===== src/hdl/wse_pkg.sv =====
`default_nettype none
// ----------------------------------------------------------------------------
// Wake status and enable: shared constants
// ----------------------------------------------------------------------------
package wse_pkg;

  // Bus widths
  localparam int DATA_W = 32;
  localparam int STRB_W = DATA_W / 8;

  // Register indices; byte address is four times the index
  localparam logic [7:0] IDX_GLB_STS  = 8'h00;  // Global wake status
  localparam logic [7:0] IDX_GLB_EN   = 8'h04;  // Global wake enable
  localparam logic [7:0] IDX_STS_C    = 8'h08;  // Status for gpio wake sources
  localparam logic [7:0] IDX_STS_A    = 8'h0A;  // wake_status_group_a
  localparam logic [7:0] IDX_RSVD     = 8'h0B;  // reserved_zero_slot
  localparam logic [7:0] IDX_EN_C     = 8'h0C;  // wake_enable_group_c
  localparam logic [7:0] IDX_EN_A     = 8'h0E;  // Enables for group a sources
  localparam logic [7:0] IDX_IRQ_STS  = 8'h20;  // Sticky interrupt status
  localparam logic [7:0] IDX_IRQ_CLR  = 8'h21;  // Interrupt clear, write only
  localparam logic [7:0] IDX_IRQ_EN   = 8'h22;  // Interrupt enable
  localparam logic [7:0] IDX_PIN_CTL  = 8'h23;  // Shared pin function select
  localparam logic [7:0] IDX_NONE     = 8'hFF;  // Marker for out-of-range address

  // Reset values, applied by the standby power-on reset only
  localparam logic       RST_GLB_STS  = 1'b0;
  localparam logic       RST_GLB_EN   = 1'b0;
  localparam logic [7:0] RST_STS_A    = 8'h00;
  localparam logic [7:0] RST_EN_A     = 8'h00;
  localparam logic [3:0] RST_STS_C    = 4'h0;
  localparam logic [3:0] RST_EN_C     = 4'h0;
  localparam logic [1:0] RST_IRQ      = 2'h0;
  localparam logic [1:0] RST_PIN_CTL  = 2'h0;

  // Group a field positions
  localparam int BIT_RING_B    = 1;
  localparam int BIT_RING_A    = 2;
  localparam int BIT_KEYBOARD  = 3;
  localparam int BIT_MOUSE     = 4;
  localparam int BIT_SPEC_KEY  = 5;
  localparam int BIT_FAN_A     = 6;
  localparam int BIT_FAN_B     = 7;
  localparam logic [7:0] MASK_A_USED = 8'hFE;  // Bit 0 reserved, reads zero

  // Pin control and interrupt field positions
  localparam int BIT_TACH_A    = 0;  // 1 = tachometer function, 0 = gpio
  localparam int BIT_TACH_B    = 1;
  localparam int BIT_IRQ_A     = 0;  // New event recorded in group a
  localparam int BIT_IRQ_C     = 1;  // New event recorded in group c

  // Number of wake source inputs
  localparam int NUM_SRC       = 11;

  // Bus responses
  localparam logic [1:0] RESP_OKAY   = 2'b00;
  localparam logic [1:0] RESP_SLVERR = 2'b10;

  // Bus state machine
  typedef enum logic [2:0] {
    ST_IDLE  = 3'b001,
    ST_BRESP = 3'b010,
    ST_RRESP = 3'b100
  } wse_state_e;

endpackage : wse_pkg
`default_nettype wire


===== src/hdl/wse_event_sync.sv =====
`timescale 1ns/10ps
`default_nettype none
// ----------------------------------------------------------------------------
// Wake source synchroniser with rising edge detect
// ----------------------------------------------------------------------------
module wse_event_sync #(
  parameter int WIDTH = 11
) (
  input  wire logic             clk,
  input  wire logic             rst_n,
  input  wire logic [WIDTH-1:0] src,
  output logic      [WIDTH-1:0] rise
);

  typedef struct packed {
    logic [WIDTH-1:0] meta;
    logic [WIDTH-1:0] sync;
    logic [WIDTH-1:0] last;
    logic [WIDTH-1:0] rise;
  } wse_sync_s;

  wse_sync_s cur;
  wse_sync_s next_cur;

  // Two stages, then compare synced level with its delayed copy
  always_comb begin
    next_cur      = cur;
    next_cur.meta = src;
    next_cur.sync = cur.meta;
    next_cur.last = cur.sync;
    next_cur.rise = cur.sync & ~cur.last;  // One-cycle pulse per rising edge
  end

  // State register
  always_ff @(posedge clk or negedge rst_n) begin
    if (!rst_n) begin
      cur <= '0;
    end else begin
      cur <= next_cur;
    end
  end

  assign rise = cur.rise;

endmodule // wse_event_sync
`default_nettype wire


===== src/hdl/wse_top.sv =====
// The AXI4-Lite interface to the registers was left to the implementer.
`timescale 1ns/10ps
`default_nettype none
module wse_top
  import wse_pkg::*;
#(
  parameter int ADDR_W = 12
) (
  input  wire logic                      clk,
  input  wire logic                      rst_n,
  // AXI4-Lite write address
  input  wire logic                      s_axi_awvalid,
  output logic                           s_axi_awready,
  input  wire logic [ADDR_W-1:0]         s_axi_awaddr,
  // AXI4-Lite write data
  input  wire logic                      s_axi_wvalid,
  output logic                           s_axi_wready,
  input  wire logic [wse_pkg::DATA_W-1:0] s_axi_wdata,
  input  wire logic [wse_pkg::STRB_W-1:0] s_axi_wstrb,
  // AXI4-Lite write response
  output logic                           s_axi_bvalid,
  input  wire logic                      s_axi_bready,
  output logic      [1:0]                s_axi_bresp,
  // AXI4-Lite read address
  input  wire logic                      s_axi_arvalid,
  output logic                           s_axi_arready,
  input  wire logic [ADDR_W-1:0]         s_axi_araddr,
  // AXI4-Lite read data
  output logic                           s_axi_rvalid,
  input  wire logic                      s_axi_rready,
  output logic      [wse_pkg::DATA_W-1:0] s_axi_rdata,
  output logic      [1:0]                s_axi_rresp,
  // Wake sources, active high, asynchronous to clk
  input  wire logic                      ring_indicate_port_b,
  input  wire logic                      ring_indicate_port_a,
  input  wire logic                      keyboard_wake,
  input  wire logic                      mouse_wake,
  input  wire logic                      specific_key_wake,
  input  wire logic                      fan_speed_input_a,
  input  wire logic                      fan_speed_input_b,
  input  wire logic                      gpio_wake_0,
  input  wire logic                      gpio_wake_1,
  input  wire logic                      gpio_wake_2,
  input  wire logic                      gpio_wake_3,
  // Wake request toward the chipset and local interrupt
  output logic                           wake_request_n,
  output logic                           irq
);

  import wse_pkg::*;

  // --------------------------------------------------------------------------
  // State
  // --------------------------------------------------------------------------

  typedef struct packed {
    wse_state_e        state;
    logic              aw_got;
    logic              w_got;
    logic [ADDR_W-1:0] waddr;
    logic [DATA_W-1:0] wdata;
    logic [STRB_W-1:0] wstrb;
    logic [DATA_W-1:0] rdata;
    logic [1:0]        bresp;
    logic [1:0]        rresp;
    logic              glb_sts;
    logic              glb_en;
    logic [7:0]        sts_a;
    logic [7:0]        en_a;
    logic [3:0]        sts_c;
    logic [3:0]        en_c;
    logic [1:0]        irq_sts;
    logic [1:0]        irq_en;
    logic [1:0]        pin_ctl;
    logic              wake_req;
    logic              irq;
  } wse_top_s;

  wse_top_s cur;
  wse_top_s next_cur;

  // --------------------------------------------------------------------------
  // Decode functions
  // --------------------------------------------------------------------------

  // Byte address to register index; any word index above 8'hFF gets IDX_NONE
  function automatic logic [7:0] reg_index(input logic [ADDR_W-1:0] addr);
    logic [ADDR_W-1:0] word;
    word = addr >> 2;
    if ((word >> 8) != '0) begin
      return IDX_NONE;
    end else begin
      return word[7:0];
    end
  endfunction

  // True for every index that answers with OKAY
  function automatic logic is_mapped(input logic [7:0] idx);
    if (idx == IDX_GLB_STS || idx == IDX_GLB_EN || idx == IDX_STS_C) begin
      return 1'b1;
    end else if (idx == IDX_STS_A || idx == IDX_RSVD || idx == IDX_EN_C) begin
      return 1'b1;
    end else if (idx == IDX_EN_A || idx == IDX_IRQ_STS || idx == IDX_IRQ_CLR) begin
      return 1'b1;
    end else if (idx == IDX_IRQ_EN || idx == IDX_PIN_CTL) begin
      return 1'b1;
    end else begin
      return 1'b0;
    end
  endfunction

  // Read value of a register; narrow registers sit in the low bits
  function automatic logic [DATA_W-1:0] read_value(input logic [7:0] idx,
                                                   input wse_top_s s);
    logic [7:0] val;
    val = 8'h00;
    if (idx == IDX_GLB_STS) begin
      val = {7'h00, s.glb_sts};
    end else if (idx == IDX_GLB_EN) begin
      val = {7'h00, s.glb_en};
    end else if (idx == IDX_STS_C) begin
      val = {4'h0, s.sts_c};
    end else if (idx == IDX_STS_A) begin
      val = s.sts_a & MASK_A_USED;
    end else if (idx == IDX_RSVD) begin
      val = 8'h00;
    end else if (idx == IDX_EN_C) begin
      val = {4'h0, s.en_c};
    end else if (idx == IDX_EN_A) begin
      val = s.en_a & MASK_A_USED;
    end else if (idx == IDX_IRQ_STS) begin
      val = {6'h00, s.irq_sts};
    end else if (idx == IDX_IRQ_EN) begin
      val = {6'h00, s.irq_en};
    end else if (idx == IDX_PIN_CTL) begin
      val = {6'h00, s.pin_ctl};
    end else begin
      val = 8'h00;                                   // Clear register and holes
    end
    return {{(DATA_W-8){1'b0}}, val};
  endfunction

  // --------------------------------------------------------------------------
  // Wake source capture
  // --------------------------------------------------------------------------

  logic [NUM_SRC-1:0] src_level;
  logic [NUM_SRC-1:0] src_rise;

  // Bits 6:0 feed group a bits 7:1, bits 10:7 feed group c bits 3:0
  assign src_level = {gpio_wake_3, gpio_wake_2, gpio_wake_1, gpio_wake_0,
                      fan_speed_input_b, fan_speed_input_a, specific_key_wake,
                      mouse_wake, keyboard_wake, ring_indicate_port_a,
                      ring_indicate_port_b};

  wse_event_sync #(
    .WIDTH (NUM_SRC)
  ) u_sync (
    .clk   (clk),
    .rst_n (rst_n),
    .src   (src_level),
    .rise  (src_rise)
  );

  // --------------------------------------------------------------------------
  // Bus handshakes
  // --------------------------------------------------------------------------

  logic       idle;
  logic       ar_take;
  logic       aw_take;
  logic       w_take;
  logic       wr_do;
  logic [7:0] wr_idx;
  logic       wr_lane;

  // Reads win in idle only when no half write is held
  assign idle          = (cur.state == ST_IDLE);
  assign s_axi_arready = idle && !cur.aw_got && !cur.w_got;
  assign ar_take       = s_axi_arvalid && s_axi_arready;
  assign s_axi_awready = idle && !cur.aw_got && !ar_take;
  assign s_axi_wready  = idle && !cur.w_got && !ar_take;
  assign aw_take       = s_axi_awvalid && s_axi_awready;
  assign w_take        = s_axi_wvalid && s_axi_wready;

  // Write executes one cycle after both halves are taken
  assign wr_do   = idle && cur.aw_got && cur.w_got;
  assign wr_idx  = reg_index(cur.waddr);
  assign wr_lane = wr_do && cur.wstrb[0];

  // --------------------------------------------------------------------------
  // Register write strobes
  // --------------------------------------------------------------------------

  logic [7:0] wbyte;
  logic       clr_glb;
  logic [7:0] clr_a;
  logic [3:0] clr_c;
  logic [1:0] clr_irq;

  // Write-one-to-clear masks, zero unless the matching register is hit
  assign wbyte   = cur.wdata[7:0];
  assign clr_glb = (wr_lane && wr_idx == IDX_GLB_STS) ? wbyte[0] : 1'b0;
  assign clr_a   = (wr_lane && wr_idx == IDX_STS_A) ? wbyte : 8'h00;
  assign clr_c   = (wr_lane && wr_idx == IDX_STS_C) ? wbyte[3:0] : 4'h0;
  assign clr_irq = (wr_lane && wr_idx == IDX_IRQ_CLR) ? wbyte[1:0] : 2'h0;

  // --------------------------------------------------------------------------
  // Event sets
  // --------------------------------------------------------------------------

  logic [7:0] set_a;
  logic [3:0] set_c;
  logic [7:0] keep_a;

  // Every gpio edge records status regardless of any enable
  assign set_c = src_rise[10:7];

  // ----------------------------------------------------------------------------
  // Next state
  // ----------------------------------------------------------------------------

  logic pend;

  // One process computes bus, register and output state
  always_comb begin
    pend     = 1'b0;
    keep_a   = MASK_A_USED;
    next_cur = cur;

    // Bus state machine
    case (cur.state)
      ST_IDLE: begin
        if (ar_take) begin
          next_cur.rdata = read_value(reg_index(s_axi_araddr), cur);
          next_cur.rresp = is_mapped(reg_index(s_axi_araddr)) ? RESP_OKAY : RESP_SLVERR;
          next_cur.state = ST_RRESP;
        end else if (wr_do) begin
          next_cur.bresp  = is_mapped(wr_idx) ? RESP_OKAY : RESP_SLVERR;
          next_cur.aw_got = 1'b0;
          next_cur.w_got  = 1'b0;
          next_cur.state  = ST_BRESP;
        end
        if (aw_take) begin
          next_cur.waddr  = s_axi_awaddr;
          next_cur.aw_got = 1'b1;
        end
        if (w_take) begin
          next_cur.wdata = s_axi_wdata;
          next_cur.wstrb = s_axi_wstrb;
          next_cur.w_got = 1'b1;
        end
      end
      ST_BRESP: begin
        if (s_axi_bready) begin
          next_cur.state = ST_IDLE;
        end
      end
      ST_RRESP: begin
        if (s_axi_rready) begin
          next_cur.state = ST_IDLE;
        end
      end
      default: begin
        next_cur.state = ST_IDLE;
      end
    endcase

    // Plain read-write registers, low byte lane only
    if (wr_lane) begin
      if (wr_idx == IDX_GLB_EN) begin
        next_cur.glb_en = wbyte[0];
      end else if (wr_idx == IDX_EN_C) begin
        next_cur.en_c = wbyte[3:0];
      end else if (wr_idx == IDX_EN_A) begin
        next_cur.en_a = wbyte & MASK_A_USED;
      end else if (wr_idx == IDX_IRQ_EN) begin
        next_cur.irq_en = wbyte[1:0];
      end else if (wr_idx == IDX_PIN_CTL) begin
        next_cur.pin_ctl = wbyte[1:0];
      end
    end

    // Tach status held at zero while its pin is a gpio
    keep_a[BIT_FAN_A] = next_cur.pin_ctl[BIT_TACH_A];
    keep_a[BIT_FAN_B] = next_cur.pin_ctl[BIT_TACH_B];
    set_a             = {src_rise[6:0], 1'b0} & keep_a;

    // Sticky status, a new event wins over a clear
    next_cur.sts_a = ((cur.sts_a & ~clr_a) | set_a) & keep_a;
    next_cur.sts_c = (cur.sts_c & ~clr_c) | set_c;

    // Request is the OR of enabled status, gated globally
    pend = |(next_cur.sts_a & next_cur.en_a) ||
           |(next_cur.sts_c & next_cur.en_c);
    next_cur.wake_req = next_cur.glb_en && pend;

    // Global status is set by the request independent of the global enable, held until cleared
    next_cur.glb_sts = (cur.glb_sts && !clr_glb) || pend;

    // Local interrupt on newly recorded events
    next_cur.irq_sts[BIT_IRQ_A] = (cur.irq_sts[BIT_IRQ_A] && !clr_irq[BIT_IRQ_A]) || |set_a;
    next_cur.irq_sts[BIT_IRQ_C] = (cur.irq_sts[BIT_IRQ_C] && !clr_irq[BIT_IRQ_C]) || |set_c;
    next_cur.irq = |(next_cur.irq_sts & next_cur.irq_en);
  end

  // --------------------------------------------------------------------------
  // State register
  // --------------------------------------------------------------------------

  // rst_n is the standby power-on reset; no other reset reaches these flops
  always_ff @(posedge clk or negedge rst_n) begin
    if (!rst_n) begin
      cur.state    <= ST_IDLE;
      cur.aw_got   <= 1'b0;
      cur.w_got    <= 1'b0;
      cur.waddr    <= '0;
      cur.wdata    <= '0;
      cur.wstrb    <= '0;
      cur.rdata    <= '0;
      cur.bresp    <= RESP_OKAY;
      cur.rresp    <= RESP_OKAY;
      cur.glb_sts  <= RST_GLB_STS;
      cur.glb_en   <= RST_GLB_EN;
      cur.sts_a    <= RST_STS_A;
      cur.en_a     <= RST_EN_A;
      cur.sts_c    <= RST_STS_C;
      cur.en_c     <= RST_EN_C;
      cur.irq_sts  <= RST_IRQ;
      cur.irq_en   <= RST_IRQ;
      cur.pin_ctl  <= RST_PIN_CTL;
      cur.wake_req <= 1'b0;
      cur.irq      <= 1'b0;
    end else begin
      cur <= next_cur;
    end
  end

  // --------------------------------------------------------------------------
  // Outputs
  // --------------------------------------------------------------------------

  // Responses and request come straight from flops
  assign s_axi_bvalid   = (cur.state == ST_BRESP);
  assign s_axi_bresp    = cur.bresp;
  assign s_axi_rvalid   = (cur.state == ST_RRESP);
  assign s_axi_rdata    = cur.rdata;
  assign s_axi_rresp    = cur.rresp;
  assign wake_request_n = !cur.wake_req;
  assign irq            = cur.irq;

endmodule // wse_top
`default_nettype wire

===== config.mk =====
export PLATFORM = sky130hd
export DESIGN_NAME = wse_top
export DESIGN_NICKNAME = d
export VERILOG_FILES = /design/src/hdl/wse_pkg.sv /design/src/hdl/wse_event_sync.sv /design/src/hdl/wse_top.sv
export SDC_FILE = /design/constraint.sdc
export NUM_CORES = 1
export LEC_CHECK = 0
export ABC_CLOCK_PERIOD_IN_PS = 2700
export CORE_UTILIZATION = 56
export CTS_CLUSTER_SIZE = 14
export DETAILED_ROUTE_END_ITERATION = 8
export DONT_BUFFER_PORTS = 1
export GPL_ROUTABILITY_DRIVEN = 0
export HOLD_SLACK_MARGIN = 0.02
export PLACE_DENSITY = 0.74
export SYNTH_ARGS = -nofsm -noshare
export SYNTH_HDL_FRONTEND = slang
export SYNTH_SLANG_ARGS = --single-unit

===== constraint.sdc =====
create_clock -name clk -period 2.7 [get_ports clk]
set_input_delay 0.135 -clock clk [delete_from_list [all_inputs] [get_ports clk]]
set_output_delay 0.135 -clock clk [all_outputs]
set_load 0.01 [all_outputs]

# Yosys cells after proc, flatten, opt, wreduce, memory -nomap -nowiden

Index checks and enable logic that the tools add are counted.
Widths: inputs -> output; s select.

Bits in registers: 116
Bits of input ports: 78
Output and inout bits: 43
Logic and storage cells: 185

Equal/unequal tests: 28
Muxes and demuxes: 57
Bitwise gates (word level): 14
Reduce and logical (&&, ||, !) cells: 62

Operator list:

| kind               | count |
|---|---|
| $mux 8             | 16 |
| $eq 8x4->1 const B | 10 |
| $eq 8x6->1 const B | 8 |
| $and 8x8->8        | 4 |
| $mux 4             | 8 |
| $reduce_bool 12->1 | 2 |
| $mux 2             | 10 |
| $logic_and 1x1->1  | 19 |
| $logic_or 1x1->1   | 18 |
| $mux 1             | 18 |
| $eq 8x3->1 const B | 2 |
| $logic_not 8->1    | 2 |
| $reduce_or 8->1    | 2 |
| $reduce_and 3->1   | 4 |
| $and 11x11->11     | 1 |
| $not 11->11        | 1 |
| $mux 3             | 3 |
| $pmux 3 s3         | 1 |
| $and 4x4->4        | 2 |
| $ne 2x1->1 const B | 4 |
| $not 8->8          | 1 |
| $or 8x8->8         | 1 |
| $reduce_or 4->1    | 2 |
| $logic_not 1->1    | 7 |
| 12 further kinds   | 15 |

# Depth between registers and ports, before layout

Depth after elaboration: 17
Gate-level depth with buffers: 8
Gate-level depth less buffers: 7

# Modules after synthesis

Synthesis repeated with hierarchy kept, for this count alone.

Cell total of the unflattened synthesis: 423
Area, all modules: 4889.7 um2

By module, submodules not included:

| module         | instances | cells each | area an instance (um2) | seq. area each (um2) |
|---|---|---|---|---|
| wse_top        | 1         | 357        | 3554.7                 | 1652.8 |
| wse_event_sync | 1         | 66         | 1335.0                 | 1101.1 |

# Worst setup path before layout

OpenSTA, ideal clock, no wires.

Path kind: register to register
From: reg cur[117] (netlist name)
To: reg cur[1] (netlist name)
Library setup time: 0.119 ns
Arrival time: 2.435 ns
Data required time: 2.581 ns
Path slack: 0.146 ns
Stages on the path, launching flop included: 8
Path buffers: 0
Period minus slack after synthesis: 2.554 ns
Path through: dfrtp_1 > or3_1 > or3_1 > nor4_4 > mux2_2 > a2111oi_0 > nand4_1 > and2_1

RTL lines:

| item                     | RTL line       | RTL |
|---|---|---|
| start: declaration       | wse_top.sv:79  | `wse_top_s cur;` |
| start signal: assignment | wse_top.sv:335 | `cur <= next_cur;` |

==> out/metrics.csv <==
metric,value,unit
Seq cells post-synth,110,
flop2flop setup slack,-0.0002,ns
Critical-path top delay cell,dfstp_2,
# fillers,613,
"most common cell after layout, fill and taps aside",dfrtp_1,
vias in the first global route,3141,
dominant synthesized flop cell,dfrtp_1,
die width,94.2,µm
Initial DRC Count,229,
"Largest delay share family, worst path",compound AO/OA/AOI/OAI gates,
register area share after synthesis,0.579,
final worst setup slack,-0.000155,ns
Layout Cells excl Fill,566,
# diodes,0,
Finish-stage setup viols,1,
busiest grt layer,met2,
max_slew headroom,0.502,
met3 global-route usage,0.0429,
total CTS buffers,9,
Synth area leader,dfrtp_1,
clk_skew,0.0133,ns
I/O Pins,121,
RR Endpoint,cur[33],
"Req. time, crit path",2.97,ns
initial antenna violation count,0,
worst-path maximum fanout,8,
Fin. Hold Viols,0,
hold_sp,s_axi_araddr[2],
vias,3181,
Area Overhead vs Synth,16.2,%
worst path arrival time,2.97,ns
Hold Path End,s_axi_rdata[0],
RSZ-0062 raised after global routing,true,
Cells on Worst Hold Path,4,
M2 GR Usage,0.362,
Max Slew Vio Count,0,
die area,8870,µm²
die height,94.2,µm
placed insts,510,
worst vdd ir,0.000443,V
post-route cell area,5530,µm²
Post-DRT Antenna Nets,0,
share of the synthesized area in the top cell type,0.573,
crit path time final,2.70,ns
Synth async-reset ratio,1.00,
MaxCap Viol Count,0,
pwr dens,785,nW/µm²
setup tns final,-0.000155,ns
post-layout util,0.673,
"CTS clk-pin slew, worst paths",0.11,ns
"Avg Cell Area, Syn",11.9,µm²
CP max stage delay,0.60,ns
CTS tree,built,
outcome,"finished, violations left",
total congestion overflow,0,
R2R Path Start,cur[120],
initial core utilization,0.579,
most frequent cells in the layout,"dfrtp_1 (109), dlygate4sd3_1 (36), nand2_1 (35)",
post-DP HPWL,6620,µm
Syn. warnings,0,
Longest Clk Path Bufs,2,
Slew @ Worst Pin,0.740,ns
M1 GR Usage,0.302,
top achievable clock speed,0.370,GHz
core region area,8220,µm²
failing checks,setup timing,
Critical Path Start Type,register,
layout cells sized above 1,0.202,
Yosys cell types,57,
number of synthesized flops with an enable pin,0,
Crit Path Class,reg2reg,
vias per inst,5.62,
Buf/Inv on CP,1,
synth top area cells,"dfrtp_1 (57%), mux2_2 (6.4%), buf_4 (5.8%), nand2_1 (2.8%), nor2b_1 (1.8%)",
Setup crit end kind,register,
placed cell areas,4840,µm²
clk sink count,110,
final hold slack,0.0797,ns
Routed WL,9350,µm
Global Route Usage Sum,0.229,
Port-buffer cells,0,
Post-Syn Area,4760,µm²
Clock Latency Late Sink,0.38,ns
H-tree levels,3,
global-route wire length before repair,15000,µm
crit-path cells,nor3b_4 -> buf_4 -> nand2_1 -> o41ai_2 -> a22oi_1 -> a2111oi_1 -> nand4_1 -> nand2b_4,
post-synthesis instance total,400,
row count,33,
number of cells on the worst reg-to-reg path,8,
final worst-path cycle share,1.00,
largest net degree at the start of global routing,111,
drt drc,0,
Nets,534,
LEAKAGE,2.48,nW
Wirelength per Cell,16.5,µm
TritonRoute pass-1 iters,4,
CTS Root Cell,clkbuf_8,
hold crit path type,in2reg,
Yosys cell counts (4+ instances only):
master and number:
nor3_1 8, o21ai_0 15, mux2_2 27, clkbuf_1 4
or4_1 4, o31ai_1 4, nand2_1 35, buf_4 37
o41ai_1 6, dfrtp_1 109, a22o_1 9, a21o_1 5
a22oi_1 4, nor2_1 18, nand2b_1 4, or3_1 4
and2_1 4, a21oi_1 5, nand4_1 10, nor2b_1 14
nand3_1 5, inv_1 16
flip-flops by register name, summed over array words and instances (netlist names):
name / count
irq: 1
s_axi_bresp: 1
s_axi_rresp: 1
s_axi_rdata: 8
u_sync.cur: 33
cur: 55
u_sync.rise: 11
cells by family after synthesis:
group                  count (synthesis)  synth area share
AOI/OAI and AO/OA                     70             0.110
buffers and inverters                 61            0.0821
DFF                                  110             0.579
muxes                                 31            0.0734
and+or+nand+nor                      127             0.154
other                                  1          0.000788
worst reg2reg max path: stages (launching register included):
cell and delay (ns):
dfstp_2 0.60, nor3b_4 0.23, buf_4 0.18, nand2_1 0.22, o41ai_2 0.39, a22oi_1 0.13, a2111oi_1 0.45, nand4_1 0.22
nand2b_4 0.19
worst max path at each step:
stage | from | to | slack (ns) | cells past startpoint
finish | cur[120] | cur[33] | -0.0002 | 8
global placement | cur[117] | cur[1] | 0.04 | 8
detailed placement | cur[117] | cur[33] | -0.11 | 9
global route | cur[117] | cur[33] | -0.06 | 8
CTS | cur[116] | cur[33] | -0.03 | 8
floorplan | cur[117] | cur[1] | 0.15 | 7
power breakdown:
part,switching (W),internal (W)
clock,0.000613,0.000375
sequential,0.000286,0.00189
combinational,0.000588,0.000585
total,0.00149,0.00285
through the flow:
stage          power, W  setup WS [ns]
5_1_grt         0.00457        -0.0563
3_5_place_dp    0.00320         -0.107
2_1_floorplan   0.00289          0.146
4_1_cts         0.00432        -0.0348
6_report        0.00434      -0.000155
3_3_place_gp    0.00315         0.0360
area by class of cell:
| type | instances | area [µm²] | share of cell area |
|---|---|---|---|
| flip-flops and latches | 110 | 2750 | 0.498 |
| multi-input cells | 254 | 1770 | 0.321 |
| repair buffers | 65 | 598 | 0.108 |
| well taps | 105 | 131 | 0.0238 |
| clock buffers | 9 | 124 | 0.0224 |
| clock inverters | 7 | 86.3 | 0.0156 |
| inverters | 16 | 60.1 | 0.0109 |
timing repair:
item	in CTS	in global routing
buffers inserted	1	2
hold buffers	37	0
resized for setup	5	6
endpoints found under the hold margin	145	0
endpoints found under the setup margin	2	2
pin swaps	6	6
layer usage:
| metal | up-vias | share of wire |
|---|---|---|
| li1 | 1489 | - |
| met1 | 1531 | 0.44 |
| met2 | 135 | 0.47 |
| met3 | 26 | 0.057 |
| met4 | 0 | 0.030 |
| met5 | - | 0 |
(Power assumes the default switching activity.)
